File: src/hw/fer_consts.vh
`ifndef FER_CONSTS_VH
`define FER_CONSTS_VH

// ----------------------------------------
// Register offsets (word index = byte/4)
// ----------------------------------------
`define FER_OFS_CTRL        8'h00
`define FER_OFS_IRQ_STAT    8'h04
`define FER_OFS_IRQ_MASK    8'h08
`define FER_OFS_PWR_CYC     8'h0c
`define FER_OFS_CNT_SHUT    8'h10
`define FER_OFS_CNT_WARN    8'h14
`define FER_OFS_REC_SEL     8'h18
`define FER_OFS_REC_DATA    8'h1c
`define FER_OFS_NV_SHUT     8'h20
`define FER_OFS_NV_WARN     8'h24

// ----------------------------------------
// Record layout
// ----------------------------------------
`define FER_REC_BYTES       38
`define FER_REC_DEPTH       5
`define FER_REC_W           304

// ----------------------------------------
// Fields and reset values
// ----------------------------------------
`define FER_CTRL_LOAD_BIT   0
`define FER_IRQ_EVT_BIT     0
`define FER_IRQ_NVS_BIT     1
`define FER_IRQ_NVW_BIT     2
`define FER_CNT_MAX         4'hf
`define FER_PCYC_MAX        16'hffff
`define FER_MASK_RST        3'h0

`endif

File: src/hw/fer_recorder.v
// Our own choices: the address map and the strobed register port.
`timescale 1ns/1ps
`include "fer_consts.vh"

// How it works
// - Count request-off cycles while AC present
// - Snapshot status and telemetry on event
// - Keep totals, copy into record
// - Event counters saturate at fifteen
// - Shutdown counters packed low/high nibbles
// - Warning counters packed low/high nibbles
// - Save shutdown counts on each event except one in the cycle of a load
// - Increment when status bit asserts
// - Warning counts kept in working memory
// - Warnings count only rising edge
// - Persisting warning never recounted
// - Save warnings to storage at shutdown
// - Keep four older 38-byte records
// - Newest record holds latest event
// - Count AC loss while request asserted
module fer_recorder (
	// Clock and reset
	input  wire         CLK_SYS_I,
	input  wire         RSTN_I,
	// Register port
	input  wire [7:0]   ADDR_I,
	input  wire [31:0]  WDATA_I,
	input  wire         WR_I,
	input  wire         RD_I,
	output reg  [31:0]  RDATA_O,
	output reg          IRQ_O,
	// Supply pins and events
	input  wire         POWER_ON_REQUEST_N_I,
	input  wire         AC_OK_I,
	input  wire         BB_EVENT_I,
	input  wire         PSU_SHUTDOWN_I,
	input  wire [5:0]   SHUT_BITS_I,
	input  wire [3:0]   WARN_BITS_I,
	// Telemetry snapshot sources
	input  wire [15:0]  STATUS_WORD_I,
	input  wire [7:0]   STATUS_IOUT_I,
	input  wire [7:0]   STATUS_INPUT_I,
	input  wire [7:0]   TEMPERATURE_STATUS_BYTE_I,
	input  wire [7:0]   STATUS_FAN_I,
	input  wire [127:0] READINGS_I,
	input  wire [23:0]  TOTAL_ON_I,
	input  wire [31:0]  RTC_I,
	// Non-volatile storage
	output reg          NV_SHUT_WR_O,
	output reg  [23:0]  NV_SHUT_DATA_O,
	output reg          NV_WARN_WR_O,
	output reg  [15:0]  NV_WARN_DATA_O
);

	// ----------------------------------------
	// Input synchronisers
	// ----------------------------------------
	reg [13:0] sy1_q;
	reg [13:0] sy2_q;
	wire [13:0] raw = {BB_EVENT_I, PSU_SHUTDOWN_I, AC_OK_I, POWER_ON_REQUEST_N_I,
		SHUT_BITS_I, WARN_BITS_I};

	always @(posedge CLK_SYS_I or negedge RSTN_I) begin
		if (!RSTN_I) begin
			sy1_q <= 14'h0000;
			sy2_q <= 14'h0000;
		end else begin
			sy1_q <= raw;
			sy2_q <= sy1_q;
		end
	end

	wire       evt_s   = sy2_q[13];
	wire       shd_s   = sy2_q[12];
	wire       ac_s    = sy2_q[11];
	wire       req_n_s = sy2_q[10];
	wire [5:0] shb_s   = sy2_q[9:4];
	wire [3:0] wnb_s   = sy2_q[3:0];

	reg  [13:0] prev_q;
	reg  [1:0]  warm_q;
	wire        live;

	// Edges count only once the pipeline holds real pin levels,
	// else a pin idling high fakes an edge after reset
	always @(posedge CLK_SYS_I or negedge RSTN_I) begin
		if (!RSTN_I)
			prev_q <= 14'h0000;
		else
			prev_q <= sy2_q;
	end

	always @(posedge CLK_SYS_I or negedge RSTN_I) begin
		if (!RSTN_I)
			warm_q <= 2'h0;
		else if (warm_q != 2'h3)
			warm_q <= warm_q + 2'h1;
	end

	assign live = (warm_q == 2'h3);

	wire       evt_p   = live & evt_s & ~prev_q[13];
	wire       shd_p   = live & shd_s & ~prev_q[12];
	wire       ac_up   = live & ac_s & ~prev_q[11];
	wire       ac_dn   = live & ~ac_s & prev_q[11];
	wire       req_off = live & req_n_s & ~prev_q[10];
	wire [5:0] sh_p    = {6{live}} & shb_s & ~prev_q[9:4];
	wire [3:0] wn_p    = {4{live}} & wnb_s & ~prev_q[3:0];

	// ----------------------------------------
	// Saturating increment
	// ----------------------------------------
	function [3:0] sat_inc;
		input [3:0] v;
		input       en;
		begin
			if (en && v != `FER_CNT_MAX)
				sat_inc = v + 4'h1;
			else
				sat_inc = v;
		end
	endfunction

	// ----------------------------------------
	// Register write decode
	// ----------------------------------------
	function wr_hit;
		input       wr;
		input [7:0] addr;
		input [7:0] ofs;
		begin
			wr_hit = wr && (addr == ofs);
		end
	endfunction

	// ----------------------------------------
	// Power-cycle counters
	// ----------------------------------------
	reg [15:0] req_cyc_q;
	reg [15:0] ac_cyc_q;
	reg        ac_armed_q;

	// Request-driven cycles count only while AC is present
	always @(posedge CLK_SYS_I or negedge RSTN_I) begin
		if (!RSTN_I)
			req_cyc_q <= 16'h0000;
		else if (req_off && ac_s && req_cyc_q != `FER_PCYC_MAX)
			req_cyc_q <= req_cyc_q + 16'h0001;
	end

	// AC loss armed only if the request stood at the loss
	always @(posedge CLK_SYS_I or negedge RSTN_I) begin
		if (!RSTN_I) begin
			ac_cyc_q   <= 16'h0000;
			ac_armed_q <= 1'b0;
		end else begin
			if (ac_dn)
				ac_armed_q <= ~req_n_s;
			if (ac_up && ac_armed_q) begin
				ac_armed_q <= 1'b0;
				if (ac_cyc_q != `FER_PCYC_MAX)
					ac_cyc_q <= ac_cyc_q + 16'h0001;
			end
		end
	end

	// ----------------------------------------
	// Event counters
	// ----------------------------------------
	reg [23:0] shut_q;
	reg [15:0] warn_q;
	wire       load_w = wr_hit(WR_I, ADDR_I, `FER_OFS_CTRL) && WDATA_I[`FER_CTRL_LOAD_BIT];
	wire       nvs_w  = wr_hit(WR_I, ADDR_I, `FER_OFS_NV_SHUT);
	wire       nvw_w  = wr_hit(WR_I, ADDR_I, `FER_OFS_NV_WARN);
	reg [23:0] nv_shut_img_q;
	reg [15:0] nv_warn_img_q;

	wire [23:0] shut_d;
	wire [15:0] warn_d;
	genvar g;
	generate
		for (g = 0; g < 6; g = g + 1) begin : g_shut
			assign shut_d[g*4 +: 4] = sat_inc(shut_q[g*4 +: 4], sh_p[g]);
		end
		for (g = 0; g < 4; g = g + 1) begin : g_warn
			assign warn_d[g*4 +: 4] = sat_inc(warn_q[g*4 +: 4], wn_p[g]);
		end
	endgenerate

	always @(posedge CLK_SYS_I or negedge RSTN_I) begin
		if (!RSTN_I) begin
			shut_q        <= 24'h000000;
			warn_q        <= 16'h0000;
			nv_shut_img_q <= 24'h000000;
			nv_warn_img_q <= 16'h0000;
		end else begin
			if (nvs_w)
				nv_shut_img_q <= WDATA_I[23:0];
			if (nvw_w)
				nv_warn_img_q <= WDATA_I[15:0];
			// Load beats a same-cycle increment
			if (load_w) begin
				shut_q <= nv_shut_img_q;
				warn_q <= nv_warn_img_q;
			end else begin
				shut_q <= shut_d;
				warn_q <= warn_d;
			end
		end
	end

	// ----------------------------------------
	// Non-volatile write-out
	// ----------------------------------------
	always @(posedge CLK_SYS_I or negedge RSTN_I) begin
		if (!RSTN_I) begin
			NV_SHUT_WR_O   <= 1'b0;
			NV_SHUT_DATA_O <= 24'h000000;
		end else begin
			NV_SHUT_WR_O   <= |sh_p && !load_w;
			NV_SHUT_DATA_O <= shut_d;
		end
	end

	// Warning totals leave working memory only at shutdown
	always @(posedge CLK_SYS_I or negedge RSTN_I) begin
		if (!RSTN_I) begin
			NV_WARN_WR_O   <= 1'b0;
			NV_WARN_DATA_O <= 16'h0000;
		end else begin
			NV_WARN_WR_O   <= shd_p && !load_w;
			NV_WARN_DATA_O <= warn_d;
		end
	end

	// ----------------------------------------
	// Record history
	// ----------------------------------------
	reg [`FER_REC_W-1:0] rec_q [0:`FER_REC_DEPTH-1];
	wire [`FER_REC_W-1:0] snap = {
		RTC_I,
		TOTAL_ON_I,
		ac_cyc_q,
		req_cyc_q,
		STATUS_WORD_I,
		STATUS_IOUT_I,
		STATUS_INPUT_I,
		TEMPERATURE_STATUS_BYTE_I,
		STATUS_FAN_I,
		READINGS_I,
		shut_d,
		warn_d
	};
	integer i;

	// Newest slot takes the capture, the oldest falls off

	always @(posedge CLK_SYS_I or negedge RSTN_I) begin
		if (!RSTN_I) begin
			for (i = 0; i < `FER_REC_DEPTH; i = i + 1)
				rec_q[i] <= {`FER_REC_W{1'b0}};
		end else if (evt_p) begin
			rec_q[0] <= snap;
			for (i = 1; i < `FER_REC_DEPTH; i = i + 1)
				rec_q[i] <= rec_q[i-1];
		end
	end

	// ----------------------------------------
	// Interrupts
	// ----------------------------------------
	reg  [2:0] irq_stat_q;
	reg  [2:0] irq_mask_q;
	wire       wr_stat_w = wr_hit(WR_I, ADDR_I, `FER_OFS_IRQ_STAT);
	wire       wr_mask_w = wr_hit(WR_I, ADDR_I, `FER_OFS_IRQ_MASK);
	wire [2:0] irq_set   = {NV_WARN_WR_O, NV_SHUT_WR_O, evt_p};
	wire [2:0] irq_clr   = wr_stat_w ? WDATA_I[2:0] : 3'h0;
	// A new event beats a clear in the same cycle
	wire [2:0] irq_next  = (irq_stat_q & ~irq_clr) | irq_set;

	always @(posedge CLK_SYS_I or negedge RSTN_I) begin
		if (!RSTN_I)
			irq_stat_q <= 3'h0;
		else
			irq_stat_q <= irq_next;
	end

	always @(posedge CLK_SYS_I or negedge RSTN_I) begin
		if (!RSTN_I)
			irq_mask_q <= `FER_MASK_RST;
		else if (wr_mask_w)
			irq_mask_q <= WDATA_I[2:0];
	end

	// Output follows the next status so it drops with the clear
	always @(posedge CLK_SYS_I or negedge RSTN_I) begin
		if (!RSTN_I)
			IRQ_O <= 1'b0;
		else
			IRQ_O <= |(irq_next & irq_mask_q);
	end

	// ----------------------------------------
	// Register reads
	// ----------------------------------------
	reg  [6:0]  sel_q;
	reg  [31:0] rd_d;
	wire [2:0]  sel_rec  = (sel_q[6:4] < 3'h5) ? sel_q[6:4] : 3'h0;
	wire [3:0]  sel_word = sel_q[3:0];
	// Word nine holds the top half-word, low aligned
	wire [8:0]  sel_bit  = (sel_word < 4'h9) ? {sel_word, 5'h00} : 9'h000;

	always @(posedge CLK_SYS_I or negedge RSTN_I) begin
		if (!RSTN_I)
			sel_q <= 7'h00;
		else if (wr_hit(WR_I, ADDR_I, `FER_OFS_REC_SEL))
			sel_q <= WDATA_I[6:0];
	end

	always @* begin
		rd_d = 32'h00000000;
		case (ADDR_I)
			`FER_OFS_IRQ_STAT: rd_d = {29'h0, irq_stat_q};
			`FER_OFS_IRQ_MASK: rd_d = {29'h0, irq_mask_q};
			`FER_OFS_PWR_CYC:  rd_d = {ac_cyc_q, req_cyc_q};
			`FER_OFS_CNT_SHUT: rd_d = {8'h00, shut_q};
			`FER_OFS_CNT_WARN: rd_d = {16'h0000, warn_q};
			`FER_OFS_REC_SEL:  rd_d = {25'h0, sel_q};
			`FER_OFS_REC_DATA: begin
				if (sel_word < 4'h9)
					rd_d = rec_q[sel_rec][sel_bit +: 32];
				else if (sel_word == 4'h9)
					rd_d = {16'h0000, rec_q[sel_rec][`FER_REC_W-1 -: 16]};
			end
			`FER_OFS_NV_SHUT:  rd_d = {8'h00, nv_shut_img_q};
			`FER_OFS_NV_WARN:  rd_d = {16'h0000, nv_warn_img_q};
			default:           rd_d = 32'h00000000;
		endcase
	end

	always @(posedge CLK_SYS_I or negedge RSTN_I) begin
		if (!RSTN_I)
			RDATA_O <= 32'h00000000;
		else
			RDATA_O <= RD_I ? rd_d : 32'h00000000;
	end

endmodule

File: config.mk
export PLATFORM = sky130hd
export DESIGN_NAME = fer_recorder
export DESIGN_NICKNAME = d
export VERILOG_FILES = /design/src/hw/fer_recorder.v
export VERILOG_INCLUDE_DIRS = /design/src /design/src/hw
export SDC_FILE = /design/constraint.sdc
export NUM_CORES = 2
export LEC_CHECK = 0
export ABC_CLOCK_PERIOD_IN_PS = 3400
export BUFFER_PORTS_ARGS = -buffer_cell sky130_fd_sc_hd__buf_2
export CAP_MARGIN = 5
export CORE_MARGIN = 2
export CORE_UTILIZATION = 62
export CTS_CLUSTER_DIAMETER = 40
export CTS_CLUSTER_SIZE = 24
export DETAILED_ROUTE_END_ITERATION = 7
export PLACE_DENSITY = 0.87
export SLEW_MARGIN = 40
export SYNTH_ARGS = -nofsm -noshare
export SYNTH_HDL_FRONTEND = slang
export SYNTH_SLANG_ARGS = --single-unit
File: constraint.sdc
create_clock -name CLK_SYS_I -period 3.4 [get_ports CLK_SYS_I]
set_input_delay 0.68 -clock CLK_SYS_I [delete_from_list [all_inputs] [get_ports CLK_SYS_I]]
set_output_delay 0.68 -clock CLK_SYS_I [all_outputs]
set_load 0.005 [all_outputs]
# After elaboration in Yosys (flattened, before gate mapping)
# Cells that the tools add are included.
[word_totals] out_inout_bits=75 reg_bits=1765 word_cells=145 inputBits=290
[classes] add_sub_neg=13 reduce_logical=28 mux=24 magnitude_cmp=3 bitwise_logic=27 eq_ne=24 n_shift=1
[op_table] op="binary-select mux 304 bit (select 3 bit)" count=1
[op_table] op="two-way mux 304 bit" count=2
[op_table] op="indexed part select 304 x 10 -> 32 bit" count=1
[op_table] op="one-hot mux 32 bit (9 select lines)" count=1
[op_table] op="two-way mux 32 bit" count=2
[op_table] op="adder 4 x 1 -> 4 bit, second input constant" count=10
[op_table] op="two-way mux 4 bit" count=10
[op_table] op="inequality test 4 bit, second input constant" count=10
[op_table] op="adder 16 x 1 -> 16 bit, second input constant" count=2
[op_table] op="equality test 8 x 5 -> 1 bit, second input constant" count=4
[op_table] op="two-way mux 16 bit" count=2
[op_table] op="inequality test 16 bit, second input constant" count=2
[op_table] op="two-way mux 24 bit" count=1
[op_table] op="logical AND 1 bit" count=22
[op_table] op="equality test 8 x 4 -> 1 bit, second input constant" count=2
[op_table] op="equality test 8 x 6 -> 1 bit, second input constant" count=2
[op_table] op="AND 6 bit" count=2
[op_table] op="AND 1 bit" count=10
[op_table] op="two-way mux 9 bit" count=1
[op_table] op="AND 4 bit" count=2
[op_table] op="equality test 8 x 3 -> 1 bit, second input constant" count=1
[op_table] op="logical NOT 8 bit" count=1
[op_table] op="AND 3 bit" count=2
[op_table] op="two-way mux 3 bit" count=2
[op_table] op="other kinds (19)" count=25

# Longest topological paths before layout
[logic_depth] ltp_word=10 ltp_mapped=13

# Least setup slack after synthesis
# Ideal clock, no wire load.
[synth_timing] path_kind="input-to-reg" startpoint="input ADDR_I[3]" endpoint="register RDATA_O[0]" required_ns=3.336 arrival_ns=2.553 setup_ns=0.064 path_stages=9 setup_slack_ns=0.783 n_path_buf=2 cell_sequence="clkbuf_2 nor3b_1 nand4_1 or2_1 buf_2 a2111oi_2 o21ai_0 a21oi_1 or3_1"
[synth_via] elab_chain_cells=3 elab_cells_between_ends=11 cone_classes="eq/ne (9); mux (2)"
[synth_rtl] item="from (decl)" line="fer_recorder.v:26" source="input wire [7:0] ADDR_I,"
[synth_rtl] item="equality test 8 x 6 -> 1 bit, or another cell as far along" line="fer_recorder.v:322" source="case (ADDR_I)"
[synth_rtl] item="one-hot mux 32 bit (9 select lines) *" line="fer_recorder.v:322"
[synth_rtl] item="two-way mux 32 bit *" line="fer_recorder.v:345" source="RDATA_O <= RD_I ? rd_d : 32'h00000000;"
[synth_rtl] item="to (signal assigned)" line="fer_recorder.v:345"
[synth_rtl] item="to (decl)" line="fer_recorder.v:30" source="output reg [31:0] RDATA_O,"
# Mark *: on every way between the ends. The rest lies on a longest branch, timed or not.
# A chain may end at the register's enable or synchronous reset.

# Final worst setup path
[layout_timing] startpoint="register sel_q[4]" endpoint="register RDATA_O[25]"
[layout_via] elab_chain_cells=10
[layout_rtl] item="from (decl)" line="fer_recorder.v:306" source="reg [6:0] sel_q;"
[layout_rtl] item="from (signal assigned)" line="fer_recorder.v:317" source="sel_q <= WDATA_I[6:0];"
[layout_rtl] item="< comparator 3 bit" line="fer_recorder.v:308" source="wire [2:0] sel_rec = (sel_q[6:4] < 3'h5) ? sel_q[6:4] : 3'h0;"
[layout_rtl] item="two-way mux 3 bit *" line="fer_recorder.v:308"
[layout_rtl] item="inverter 3 -> 4 bit (implied by the code) *" line="fer_recorder.v:331" source="rd_d = rec_q[sel_rec][sel_bit +: 32];"
[layout_rtl] item="binary-select mux 304 bit (select 3 bit) *" line="fer_recorder.v:331"
[layout_rtl] item="two-way mux 304 bit (implied by the code) * (2 in a row)" line="fer_recorder.v:331"
[layout_rtl] item="indexed part select 304 x 10 -> 32 bit *" line="fer_recorder.v:331"
[layout_rtl] item="two-way mux 32 bit *" line="fer_recorder.v:330" source="if (sel_word < 4'h9)"
[layout_rtl] item="one-hot mux 32 bit (9 select lines) *" line="fer_recorder.v:322"
[layout_rtl] item="two-way mux 32 bit *" line="fer_recorder.v:345"
# Mark *: on every way between the ends. The rest lies on a longest branch, timed or not. The select of a mux whose other input is x is not followed.

==> impl_metrics.csv <==
group,metric,value,unit
clock_network,insertion_delay,880,ps
drt,drt_iter0_drc,10300,
clock_network,clock_tree.buffer_depth,3,
drt,viasPerCell,6.33,
placement,hpwl,186000,um
logic_synthesis,async_flop_share,1.00,
drt,ant_nets,0,
setup_path,worstSetupPathType,"reg -> reg",
global_route,grt_usage,0.425,
setup_path,r2r_slack,210,ps
logic_synthesis,synth_edf_count,0,
placement,io_buffers,356,
logic_synthesis,synth_warnings,0,
worst_hold_path,hold_end,"rec_q[1406]",
sta,worstMarginPinSlew,1040,ps
finish,nets,9573,
worst_hold_path,min_from,"STATUS_INPUT_I[6]",
setup_path,r2r_end,"RDATA_O[25]",
placement,place_area,0.0850,mm^2
power_and_ir_drop,power_density,671,mW/mm^2
sta,period_share,0.938,
clock_network,htreeDepth,4,
run,cap_violations,0,
logic_synthesis,synth.distinct_cells,73,
logic_synthesis,synth_area,0.0796,mm^2
power_and_ir_drop,p_sw,20.3,mW
logic_synthesis,synth_sequential_area_ratio,0.555,
power_and_ir_drop,switching_share,0.326,
setup_path,path_buf_inv,1,
power_and_ir_drop,power_frac_comb,0.166,
setup_path,cp-end-kind,"register",
sta,skew,44.6,ps
global_route,grt_overflow,0,
logic_synthesis,syn_inst,8862,
setup_path,cp_max_fo,25,
drt,num_vias,70300,
worst_hold_path,hold_path_depth,3,
global_route,grt_antenna_before_repair,15,
placement,gp_congestion,1.01,
setup_path,crit_family,"compound AO/OA/AOI/OAI gates",
floorplanning,start_util,0.624,
setup_path,required,4130,ps
power_and_ir_drop,p_seq_frac,0.460,
global_route,grt_max_degree,126,
logic_synthesis,ys_ff_latch,1765,
finish,drive_above_1_share,0.152,
floorplanning,die_area,0.131,mm^2
setup_path,worstPathCellList,"buf_4 > mux4_2 > o21ai_0 > nand2_1 > a32o_1",
drt,firstDrtPassIters,8,
clock_network,clkSinkCount,1765,
floorplanning,die_w,362,um
clock_network,cts_setup_buffers,0,
clock_network,cts_tree,"done",
floorplanning,die_y,362,um
floorplanning,num_io_pins,365,
setup_path,crit_arrival,3920,ps
power_and_ir_drop,p_leak,47.3,nW
clock_network,path_clk_slew,70,ps
drt,routed_wl,277000,um
clock_network,numCtsBuffers,203,
setup_path,cp_slowest_cell,"o21ai_0",
run_status,outcome,"complete, but fails checks",
floorplanning,row_count,131,
setup_path,slowest_delay,710,ps
drt,wl_per_cell,24.9,um
finish,final_common_cell,"nand2_1",
setup_path,critPathLaunchType,"register",
finish,design_area,0.0930,mm^2
global_route,grt_pass1_wl,419000,um
global_route,first_global_vias,69500,
finish,area_growth,16.8,%
sta,fin_tns_setup,0,ps
logic_synthesis,synth-main-ff-cell,"dfrtp_1",
setup_path,path_depth,5,
finish,most-common-layout-cells,"4,904 x nand2_1, 1,759 x dfrtp_1, 355 x buf_2",
drt,drc_errors,3,
floorplanning,core-area,0.128,mm^2
worst_hold_path,hold_class,"in -> reg",
sta,setup_viol,0,
setup_path,reg2reg_depth,5,
sta,rsz0062_at_grt,"no",
sta,slew_viol_final,0,
setup_path,cp-startpoint,"sel_q[4]",
sta,final.min_clock_period,3190,ps
sta,hold_violations,0,
setup_path,r2r-start,"sel_q[4]",
logic_synthesis,syn_area_per_cell,8.99,um^2
power_and_ir_drop,p_int,42.1,mW
power_and_ir_drop,p_clk_frac,0.374,
sta,relSlewSlack,0.303,
sta,fmax,0.314,GHz
clock_network,root_buffer,"clkbuf_16",
power_and_ir_drop,peakVddDrop,0.595,mV
logic_synthesis,synth_fp_nets,9165,
finish,fillers,8303,
run_status,violations,"DRC",
-- per-layer routing --
metal  track usage  routed length, um  share of wire
met5             0                135        0.00049
met1         0.516              92500           0.33
met4         0.324              26000          0.094
met3         0.129              34500           0.12
met2         0.643             124000           0.45
-- tightest hold or removal path, cell delays in order --
cell     delay [ps]
buf_2            70
nand2_1          40
nand2_1          50
-- registers in the layout, indices dropped and copies added (netlist names), 24 cells and up --
register        count
NV_SHUT_DATA_O     24
RDATA_O            32
nv_shut_img_q      24
rec_q            1520
shut_q             24
-- per-stage QoR --
| stage | hold slack (ps) | utilization | total power, mW | worst slack [ps] | cells |
|---|---|---|---|---|---|
| after floorplan | 331 | - | 33.3 | 783 | 8862 |
| after global placement | 335 | 0.667 | 37.8 | 308 | 10700 |
| after detailed placement | 336 | 0.667 | 38.5 | 288 | 10700 |
| after CTS | 0.0786 | 0.729 | 61.9 | 272 | 11100 |
| after global routing | 25.0 | 0.730 | 64.5 | 156 | 11100 |
| final | 11.7 | 0.730 | 62.4 | 211 | 11100 |
-- worst max-delay path by stage --
stage / endpoint / slack [ps]
6_report: RDATA_O[25] / 210
5_1_grt: RDATA_O[12] / 160
4_1_cts: RDATA_O[18] / 270
3_5_place_dp: RDATA_O[18] / 290
3_3_place_gp: RDATA_O[18] / 310
2_1_floorplan: RDATA_O[0] / 780
-- cell usage after synthesis, types with 30 or more instances --
library cell	n	area (um^2)
o21ai_0	147	736
nand3_1	131	656
mux4_2	250	5630
nand2_1	4904	18400
a31oi_1	70	438
buf_1	35	131
a221oi_1	32	280
buf_2	49	245
xnor2_1	33	289
o22ai_1	50	313
clkbuf_1	463	1740
dfrtp_1	1765	44200
mux2_2	69	777
a21oi_1	126	631
inv_1	60	225
o221ai_1	30	263
nand4_1	32	200
a22oi_1	50	375
mux2i_1	83	831
nor2_1	136	510
-- cell type report --
class                      count  area [um^2]  share of cell area
tap                         1662         2080              0.0224
sequential                  1765        44200               0.475
antenna                        1         2.50           0.0000269
inverter                      60          225             0.00242
timing repair buffer         778         6290              0.0676
multi-input combinational   6462        33000               0.355
clock inverter               156         1850              0.0198
clock buffer                 229         5400              0.0580
-- kinds of logic after synthesis --
kind of cell / after synthesis / synth area share
and+or+nand+nor: 5322 / 0.259
adders and majority gates: 13 / 0.00204
AOI/OAI and AO/OA: 671 / 0.0557
buffers and inverters: 635 / 0.0322
xor gates and xnor gates: 54 / 0.00594
muxes: 402 / 0.0909
DFF: 1765 / 0.555
-- power by group through the flow --
| stage | clock (mW) | sequential, mW | combinational, mW |
|---|---|---|---|
| 4_1_cts | 23.3 | 28.4 | 10.1 |
| 5_1_grt | 24.3 | 28.9 | 11.3 |
| 3_5_place_dp | 0 | 28.7 | 9.86 |
| 3_3_place_gp | 0 | 28.4 | 9.37 |
| 6_report | 23.3 | 28.7 | 10.4 |
| 2_1_floorplan | 0 | 27.2 | 6.10 |
-- what timing repair did --
| item | 4_1_cts | 5_1_grt |
|---|---|---|
| hold buffers | 73 | 0 |
| endpoints found under the hold margin | 127 | 0 |
| gates resized for setup | 0 | 0 |
No activity file was read; power rests on OpenSTA's default activity.
